File: config.mk
export PLATFORM = sky130hd
export DESIGN_NAME = afs_seq_timing
export DESIGN_NICKNAME = d
export VERILOG_FILES = /design/src/afs_pkg.sv /design/src/afs_seq_timing.sv
export SDC_FILE = /design/constraint.sdc
export NUM_CORES = 1
export LEC_CHECK = 0
export BUFFER_PORTS_ARGS = -buffer_cell sky130_fd_sc_hd__buf_2
export CAP_MARGIN = 5
export CELL_PAD_IN_SITES_DETAIL_PLACEMENT = 1
export CELL_PAD_IN_SITES_GLOBAL_PLACEMENT = 1
export CORE_MARGIN = 4
export CORE_UTILIZATION = 44
export CTS_CLUSTER_DIAMETER = 120
export DETAILED_ROUTE_END_ITERATION = 8
export PLACE_DENSITY_LB_ADDON = 0.1
export SLEW_MARGIN = 15
export SYNTH_ARGS = -nofsm -noshare
export SYNTH_HDL_FRONTEND = slang
export SYNTH_SLANG_ARGS = --single-unit
File: constraint.sdc
create_clock -name mclk_i -period 5.9 [get_ports mclk_i]
set_input_delay 1.475 -clock mclk_i [delete_from_list [all_inputs] [get_ports mclk_i]]
set_output_delay 1.475 -clock mclk_i [all_outputs]
set_load 0.01 [all_outputs]
File: src/afs_pkg.sv
package afs_pkg;

    // Main clock derived from the system clock by a tick divider
    localparam longint CLK_HZ       = 10_000_000;
    localparam longint MCLK_HZ      = 76_800;
    localparam int     MCLK_DIV     = int'(CLK_HZ / MCLK_HZ);
    localparam int     DIV_W        = 8;
    localparam longint SETTLE_NS    = 416_600;
    localparam longint SETTLE_CALC  = (SETTLE_NS * MCLK_HZ + 64'd999_999_999) / 64'd1_000_000_000;
    localparam int     CNT_W        = 22;
    localparam logic [CNT_W-1:0] SETTLE_TICKS = CNT_W'(SETTLE_CALC);

    localparam int NUM_CH  = 4;
    localparam int FS_W    = 11;
    localparam int AVG_FACTOR = 8;

    // Register map (word index on the plain port)
    localparam logic [2:0] REG_CTRL   = 3'h0;
    localparam logic [2:0] REG_CHEN   = 3'h1;
    localparam logic [2:0] REG_SETUP0 = 3'h2;
    localparam logic [2:0] REG_SETUP1 = 3'h3;
    localparam logic [2:0] REG_STATUS = 3'h4;
    localparam logic [2:0] REG_COUNT  = 3'h5;

    // Field positions
    localparam int CTRL_RUN_BIT = 0;
    localparam int CHEN_EN_LSB  = 0;
    localparam int CHEN_MAP_LSB = 8;
    localparam int SETUP_FS_LSB = 0;
    localparam int SETUP_MODE_LSB = 11;

    // Reset values
    localparam logic [15:0] SETUP_RST = 16'h0000;
    localparam logic [15:0] CHEN_RST  = 16'h0001;

    // Filter modes
    localparam logic [3:0] FM_SINC4    = 4'h0;
    localparam logic [3:0] FM_SINC4AVG = 4'h1;
    localparam logic [3:0] FM_SINC3    = 4'h2;
    localparam logic [3:0] FM_SINC3R60 = 4'h3;
    localparam logic [3:0] FM_SINC3AVG = 4'h4;
    localparam logic [3:0] FM_POST1    = 4'h5;
    localparam logic [3:0] FM_POST2    = 4'h6;
    localparam logic [3:0] FM_POST3    = 4'h7;
    localparam logic [3:0] FM_POST4    = 4'h8;

    // Cycle figures in main clocks
    localparam logic [CNT_W-1:0] BASE_MUL   = 22'h00_0020;
    localparam logic [CNT_W-1:0] POST1_CYC  = 22'h00_0b80;
    localparam logic [CNT_W-1:0] POST2_CYC  = 22'h00_0c80;
    localparam logic [CNT_W-1:0] POST3_CYC  = 22'h00_0f80;
    localparam logic [CNT_W-1:0] POST4_CYC  = 22'h00_1280;
    localparam logic [CNT_W-1:0] DPP_SHORT  = 22'h00_001c;
    localparam logic [CNT_W-1:0] DPP_LONG   = 22'h00_003e;
    localparam logic [CNT_W-1:0] DPP_POST   = 22'h00_0045;

    typedef enum logic [1:0] {
        ST_IDLE   = 2'b00,
        ST_SETTLE = 2'b01,
        ST_CONV   = 2'b11
    } afs_state_e;

    // Settled conversion period
    function automatic logic [CNT_W-1:0] settled_conversion_period_f(input logic [3:0] mode, input logic [FS_W-1:0] fs);
        logic [CNT_W-1:0] f;
        f = (fs == '0) ? CNT_W'(1) : CNT_W'(fs);
        case (mode)
            FM_SINC4AVG: settled_conversion_period_f = CNT_W'((4 + AVG_FACTOR - 1) * 32) * f;
            FM_SINC3AVG: settled_conversion_period_f = CNT_W'((3 + AVG_FACTOR - 1) * 32) * f;
            FM_POST1:    settled_conversion_period_f = POST1_CYC;
            FM_POST2:    settled_conversion_period_f = POST2_CYC;
            FM_POST3:    settled_conversion_period_f = POST3_CYC;
            FM_POST4:    settled_conversion_period_f = POST4_CYC;
            default:     settled_conversion_period_f = BASE_MUL * f;
        endcase
    endfunction : settled_conversion_period_f

    // Ideal first conversion on a fresh channel
    function automatic logic [CNT_W-1:0] ideal_f(input logic [3:0] mode, input logic [FS_W-1:0] fs);
        logic [CNT_W-1:0] t;
        t = settled_conversion_period_f(mode, fs);
        case (mode)
            FM_SINC4:             ideal_f = t << 2;
            FM_SINC3, FM_SINC3R60: ideal_f = CNT_W'(t * 22'h00_0003);
            default:              ideal_f = t;
        endcase
    endfunction : ideal_f

    // Post-processing length
    function automatic logic [CNT_W-1:0] dpp_f(input logic [3:0] mode, input logic [FS_W-1:0] fs);
        case (mode)
            FM_SINC4AVG, FM_SINC3AVG: dpp_f = DPP_LONG;
            FM_POST1, FM_POST2, FM_POST3, FM_POST4: dpp_f = DPP_POST;
            default: dpp_f = (fs <= FS_W'(1)) ? DPP_SHORT : DPP_LONG;
        endcase
    endfunction : dpp_f

endpackage : afs_pkg

File: src/afs_seq_timing.sv
// Our own choices: the register addresses and the strobed register port.
`timescale 1ns/1ns
module afs_seq_timing
    import afs_pkg::*;
(
    input  wire logic        mclk_i,
    input  wire logic        rst_i,
    input  wire logic [2:0]  addr_i,
    input  wire logic [15:0] wdata_i,
    input  wire logic        wr_i,
    input  wire logic        rd_i,
    output logic [15:0]      rdata_o,
    output logic             data_ready_n_o,
    output logic [1:0]       input_crosspoint_mux_o,
    output logic             mod_filter_reset_o,
    output logic [1:0]       result_chan_o,
    output logic             seq_active_o
);

    logic [DIV_W-1:0]  div_q;
    logic              tick_q;
    logic              run_q;
    logic [3:0]        en_q;
    logic [3:0]        map_q;
    logic [15:0]       setup_q [2];
    afs_state_e        state_q;
    logic [CNT_W-1:0]  cnt_q;
    logic [CNT_W-1:0]  len_q;
    logic [1:0]        chan_q;
    logic [3:0]        mode_q;
    logic [FS_W-1:0]   fs_q;
    logic              dpp_busy_q;
    logic [CNT_W-1:0]  dpp_cnt_q;
    logic [CNT_W-1:0]  dpp_len_q;
    logic [1:0]        dpp_chan_q;
    logic              first_q;
    logic              dpp_sub_q;
    logic [15:0]       count_q;
    logic              drdy_n_q;
    logic              mrst_q;
    logic [15:0]       rdata_q;
    logic              multi;
    logic              conv_done;
    logic              settle_done;
    logic              dpp_done;
    logic [1:0]        nxt_chan;
    logic [15:0]       nxt_setup;

    // Next enabled channel above the given one, wrapping to the lowest
    function automatic logic [1:0] next_chan_f(input logic [1:0] cur, input logic [3:0] en);
        logic [1:0] c;
        next_chan_f = cur;
        for (int i = 1; i <= NUM_CH; i++) begin
            c = 2'(cur + 2'(i));
            if (en[c] && next_chan_f == cur) begin
                next_chan_f = c;
            end
        end
        if (!en[next_chan_f]) begin
            next_chan_f = cur;
        end
    endfunction : next_chan_f

    // Main clock tick; the divider is truncated so the rate runs slightly fast
    always_ff @(posedge mclk_i or posedge rst_i) begin
        if (rst_i) begin
            div_q  <= '0;
            tick_q <= 1'b0;
        end else if (div_q == DIV_W'(MCLK_DIV - 1)) begin
            div_q  <= '0;
            tick_q <= 1'b1;
        end else begin
            div_q  <= div_q + DIV_W'(1);
            tick_q <= 1'b0;
        end
    end

    // Event decode
    assign multi       = ($countones(en_q) > 1);
    assign conv_done   = tick_q && state_q == ST_CONV && cnt_q == len_q - CNT_W'(1);
    assign settle_done = tick_q && state_q == ST_SETTLE && cnt_q == SETTLE_TICKS - CNT_W'(1);
    assign dpp_done    = tick_q && dpp_busy_q && dpp_cnt_q == dpp_len_q - CNT_W'(1);
    assign nxt_chan    = (state_q == ST_IDLE) ? next_chan_f(2'(NUM_CH - 1), en_q) : next_chan_f(chan_q, en_q);
    assign nxt_setup   = setup_q[map_q[nxt_chan]];

    // Register writes
    always_ff @(posedge mclk_i or posedge rst_i) begin
        if (rst_i) begin
            run_q      <= 1'b0;
            en_q       <= CHEN_RST[3:0];
            map_q      <= '0;
            setup_q[0] <= SETUP_RST;
            setup_q[1] <= SETUP_RST;
        end else if (wr_i) begin
            case (addr_i)
                REG_CTRL:   run_q <= wdata_i[CTRL_RUN_BIT];
                REG_CHEN: begin
                    en_q  <= wdata_i[CHEN_EN_LSB +: 4];
                    map_q <= wdata_i[CHEN_MAP_LSB +: 4];
                end
                REG_SETUP0: setup_q[0] <= {1'b0, wdata_i[14:0]};
                REG_SETUP1: setup_q[1] <= {1'b0, wdata_i[14:0]};
                default: ;
            endcase
        end
    end

    // Read data, one cycle after the strobe; unmapped reads zero
    always_ff @(posedge mclk_i or posedge rst_i) begin
        if (rst_i) begin
            rdata_q <= '0;
        end else if (rd_i) begin
            case (addr_i)
                REG_CTRL:   rdata_q <= {15'h0000, run_q};
                REG_CHEN:   rdata_q <= {4'h0, map_q, 4'h0, en_q};
                REG_SETUP0: rdata_q <= setup_q[0];
                REG_SETUP1: rdata_q <= setup_q[1];
                REG_STATUS: rdata_q <= {8'h00, multi, dpp_busy_q, drdy_n_q, first_q, state_q, chan_q};
                REG_COUNT:  rdata_q <= count_q;
                default:    rdata_q <= '0;
            endcase
        end else begin
            rdata_q <= '0;
        end
    end

    // Conversion sequencer; config is latched per channel so later setup writes
    // never disturb a running conversion
    always_ff @(posedge mclk_i or posedge rst_i) begin
        if (rst_i) begin
            state_q <= ST_IDLE;
            cnt_q   <= '0;
            len_q   <= '0;
            chan_q  <= '0;
            mode_q  <= FM_SINC4;
            fs_q    <= '0;
            first_q <= 1'b1;
            mrst_q  <= 1'b0;
        end else begin
            mrst_q <= 1'b0;
            case (state_q)
                ST_IDLE: begin
                    if (run_q && en_q != 4'h0) begin
                        state_q <= ST_SETTLE;
                        chan_q  <= nxt_chan;
                        mode_q  <= nxt_setup[SETUP_MODE_LSB +: 4];
                        fs_q    <= nxt_setup[SETUP_FS_LSB +: FS_W];
                        cnt_q   <= '0;
                        first_q <= 1'b1;
                        mrst_q  <= 1'b1;
                    end
                end
                ST_SETTLE: begin
                    if (!run_q) begin
                        state_q <= ST_IDLE;
                    end else if (settle_done) begin
                        state_q <= ST_CONV;
                        cnt_q   <= '0;
                        len_q   <= ideal_f(mode_q, fs_q);
                    end else if (tick_q) begin
                        cnt_q <= cnt_q + CNT_W'(1);
                    end
                end
                ST_CONV: begin
                    if (!run_q || en_q == 4'h0) begin
                        state_q <= ST_IDLE;
                    end else if (conv_done) begin
                        cnt_q <= '0;
                        if (multi || !en_q[chan_q]) begin
                            state_q <= ST_SETTLE;
                            chan_q  <= nxt_chan;
                            mode_q  <= nxt_setup[SETUP_MODE_LSB +: 4];
                            fs_q    <= nxt_setup[SETUP_FS_LSB +: FS_W];
                            first_q <= 1'b1;
                            mrst_q  <= 1'b1;
                        end else begin
                            len_q   <= settled_conversion_period_f(mode_q, fs_q);
                            first_q <= 1'b0;
                        end
                    end else if (tick_q) begin
                        cnt_q <= cnt_q + CNT_W'(1);
                    end
                end
                default: state_q <= ST_IDLE;
            endcase
        end
    end

    // Post-processing runs beside the next channel's settling, or, with a single channel enabled, beside its next conversion
    always_ff @(posedge mclk_i or posedge rst_i) begin
        if (rst_i) begin
            dpp_busy_q <= 1'b0;
            dpp_cnt_q  <= '0;
            dpp_len_q  <= '0;
            dpp_chan_q <= '0;
            dpp_sub_q  <= 1'b0;
        end else if (conv_done) begin
            dpp_busy_q <= 1'b1;
            dpp_cnt_q  <= '0;
            dpp_len_q  <= dpp_f(mode_q, fs_q);
            dpp_chan_q <= chan_q;
            dpp_sub_q  <= !first_q;
        end else if (dpp_done) begin
            dpp_busy_q <= 1'b0;
        end else if (tick_q && dpp_busy_q) begin
            dpp_cnt_q <= dpp_cnt_q + CNT_W'(1);
        end
    end

    // Ready rises when a conversion ends, falls once its result is processed
    always_ff @(posedge mclk_i or posedge rst_i) begin
        if (rst_i) begin
            drdy_n_q      <= 1'b1;
            result_chan_o <= '0;
            count_q       <= '0;
        end else if (conv_done) begin
            drdy_n_q <= 1'b1;
        end else if (dpp_done) begin
            drdy_n_q      <= 1'b0;
            result_chan_o <= dpp_chan_q;
            count_q       <= count_q + 16'h0001;
        end
    end

    // Sequencing flag
    always_ff @(posedge mclk_i or posedge rst_i) begin
        if (rst_i) begin
            seq_active_o <= 1'b0;
        end else begin
            seq_active_o <= multi && state_q != ST_IDLE;
        end
    end

    assign rdata_o                = rdata_q;
    assign data_ready_n_o         = drdy_n_q;
    assign input_crosspoint_mux_o = chan_q;
    assign mod_filter_reset_o     = mrst_q;

    // Checks
    logic [CNT_W-1:0] gap_q;
    always_ff @(posedge mclk_i or posedge rst_i) begin
        if (rst_i) begin
            gap_q <= '0;
        end else if (dpp_done) begin
            gap_q <= '0;
        end else if (tick_q) begin
            gap_q <= gap_q + CNT_W'(1);
        end
    end
endmodule : afs_seq_timing

==> results by group <==
Detailed routing
  – Residual DRC: 0
  – Post-route antenna net violation count: 0
  – Initial drt markers: ~530
  – WL/cell: 20.5 um
  – DR vias: 10100
  – Final wirelength: around 35000 um
  – First-pass iteration count of the detailed router: 5
  – Via-to-Cell Ratio: ~6.0

Timing
  – Final hold violation count: 0
  – Achievable Freq: ~190 MHz
  – Sum Neg Setup Slack: 0 ns
  – Slew at the pin with the worst max-slew slack: around 1.1 ns
  – Clock skew: 0.0192 ns
  – Pins Over Slew Limit: 0
  – Final Cycle Share: roughly nine tenths
  – RSZ-0062 raised after global routing: false
  – Post-route minimum period: about 5.2 ns
  – Final Setup Violations: 0
  – Worst rel slew slack: 29.7%

Power
  – Sw power: between 3000 and 4000 uW
  – Clock network fraction of total power: approximately 14%
  – Internal power: 4050 uW
  – Switching Fraction: 49.3%
  – Sequential share of power: about a fifth
  – Worst VDD drop: about 440 uV
  – Leakage: slightly below 0.006 uW
  – Total power: 8000 uW
  – Pwr per Cell Area: 608 nW/um^2
  – Power share of the combinational group: 64.8%

Clock tree
  – Num CTS Buffers: 17
  – Max clock buf depth: 2
  – Clock Tree Root: clkbuf_16
  – CTS tree: built
  – H-Tree Depth: 4
  – Skew-Pair Late Insertion Delay: ~0.46 ns
  – Hold-fix buffers at CTS: 0
  – CTS sink cnt: 173
  – CTS clk-pin slew, worst paths: 0.08 ns

Logic synthesis
  – Post-synthesis sequential element count: between 150 and 200
  – Synth Instances: approximately 1300
  – Post-synth cell types: 87
  – Area of the mapped netlist: around 12000 um^2
  – Top cell type's share of synthesized area: a little over a third
  – Top-count cell post-synth: dfrtp_1
  – Commonest cells in the netlist: 170 x dfrtp_1, 111 x nor2_1, 109 x nand2_1, 72 x inv_1, 65 x o21ai_0
  – Largest cells by area after synthesis: dfrtp_1 35%, ha_1 6.1%, mux2_2 5.7%
  – FFs w/ async S/R, synth: 100%
  – Area leader, netlist: dfrtp_1
  – Seq/Total Area, Yosys: a little over a third
  – Top FF cell, synth: dfrtp_1
  – YS warnings: 0
  – Syn nets: roughly 1400
  – EDFF count, synth: 0
  – Mean Syn Cell Area: between 9 and 10 um^2

Run status
  – Outcome: completed

Run
  – Max capacitance violation total: 0

Global routing
  – Vias in the first global route: 10500
  – Met3 usage: about 3.3%
  – First-pass GRT wire length: roughly 57000 um
  – GR Util met2: between 30 and 40%
  – GRT Total Usage: 23.1%
  – Grt total ovfl: 0
  – Met1 Track Usage GR: between 30% and 40%
  – Largest net degree at the start of global routing: ~170
  – GRT busiest layer: met2
  – Antenna violations before repair: 0

Min path
  – Hold Crit Class: reg -> reg
  – Worst Hold Launch: dpp_chan_q[1]

Worst setup path
  – Crit end category: flip-flop
  – Crit path buf inv count: 5
  – RR Startpoint: fs_q[5]
  – Worst Path Class, Setup: reg -> reg
  – Worst path slowest cell: dfrtp_1
  – Critical Path RT: between 6 and 7 ns
  – CP Launch Type: flip-flop
  – Largest stage delay on the critical path: around 0.5 ns
  – Crit path from: fs_q[5]
  – Most frequent CP cell: inv_1
  – Crit-path leading delay family: compound AO/OA/AOI/OAI gates
  – CP max FO: 7
  – Worst path arrival time: about 5.6 ns

Placement
  – DP Wirelength: 25400 um
  – Number of buffers inserted by port buffering: 44
  – GPL Wtd Cong: ~0.84

Final layout
  – Final nets: ~1400
  – Share of layout cells above drive strength 1: ~14%
  – N_diodes: 0
  – Layout area overhead: 8.50%

Floorplan
  – Ports: 46
  – Row cnt: 60
  – Core Box Area: between 20000 and 30000 um^2
  – DIE HEIGHT: approximately 170 um
  – Starting Density: approximately 45%
  – Die W: around 170 um
  – Die ar.: ~30000 um^2
==> layer usage <==
metal	part of all wire, %	up-vias
met5	0	-
met1	46	5097
met2	49	144
met4	1.8	0
met3	2.9	42
li1	-	4775
==> logic make-up after synthesis <==
group,share of synthesized area [%]
compound gates,16.2
xor+xnor,6.79
fa+ha+maj,8.07
buf+inv,4.89
flops,35.7
mux,9.41
simple gates,18.9
==> flip-flops by register name, indices dropped and copies added, names as in the netlist, 2 cells and up <==
register	flops
dpp_chan_q	2
dpp_len_q	4
count_q	16
dpp_cnt_q	22
state_q	2
input_crosspoint_mux_o	2
map_q	4
en_q	4
mode_q	4
setup_q	30
result_chan_o	2
fs_q	11
len_q	17
cnt_q	22
rdata_o	16
div_q	8
==> area by class of cell <==
| class | count | area [um^2] |
|---|---|---|
| clock buffer | 17 | 425 |
| clock inverter | 15 | 169 |
| fill | 3142 | 13900 |
| inverter | 73 | 278 |
| multi-input combinational | 1014 | 7200 |
| sequential | 173 | 4330 |
| tap | 341 | 427 |
| timing repair buffer | 55 | 315 |
==> power by group through the flow <==
| stage | sequential (uW) | clock, uW | combinational, uW |
|---|---|---|---|
| detailed placement | 1680 | 0 | 5140 |
| global route | 1700 | 1230 | 5790 |
| floorplan | 1500 | 0 | 4060 |
| global placement | 1670 | 0 | 5020 |
| finish | 1660 | 1150 | 5190 |
| CTS | 1660 | 1180 | 5180 |
==> cell usage in the layout (no fill, tap or decap), types with 13 or more instances in the layout <==
| cell | count |
|---|---|
| dfrtp_1 | 170 |
| nor2_1 | 110 |
| nand2_1 | 109 |
| inv_1 | 71 |
| o21ai_0 | 65 |
| a21oi_1 | 63 |
| mux2_2 | 61 |
| ha_1 | 59 |
| xnor2_1 | 50 |
| nand3_1 | 49 |
| xor2_1 | 44 |
| buf_2 | 44 |
| mux2i_1 | 39 |
| nor3_1 | 37 |
| nand4_1 | 25 |
| nand2b_1 | 21 |
| and3_1 | 21 |
| a22oi_1 | 17 |
| clkbuf_16 | 17 |
| nor2b_1 | 14 |
| a31oi_1 | 14 |
| or3_1 | 14 |
| a211oi_1 | 13 |
==> tightest hold or removal path, delay by kind of cell (launching register included) <==
family,cells,cell delay (ns)
and+or+nand+nor,2,0.10
DFF,1,0.35
==> final timing paths <==
kind,slack [ns],depth (start not counted),to
min in group asynchronous,1.27,3,len_q[21]
max in group asynchronous,3.86,3,fs_q[10]
setup / recovery,0.68,25,len_q[15]
hold reg to reg,0.48,2,dpp_chan_q[1]
setup reg to reg,0.68,25,len_q[15]
hold / removal,0.48,2,dpp_chan_q[1]
==> timing repair <==
| action | 4_1_cts | 5_1_grt |
|---|---|---|
| buffers inserted | 0 | 1 |
| resized for setup | 0 | 0 |
| endpoints found under the setup margin | 0 | 1 |
==> stage by stage <==
step	instance area, um^2	hold WS, ns	utilization [%]	instances	setup slack [ns]
5_1_grt	13200	0.516	48.7	1688	0.219
6_report	13200	0.481	48.7	1688	0.675
3_5_place_dp	12500	0.474	46.4	1655	0.499
4_1_cts	13100	0.491	48.6	1687	0.465
3_3_place_gp	12500	0.445	46.4	1655	0.581
2_1_floorplan	12100	0.433	-	1332	1.36
(Power assumes the default switching activity.)
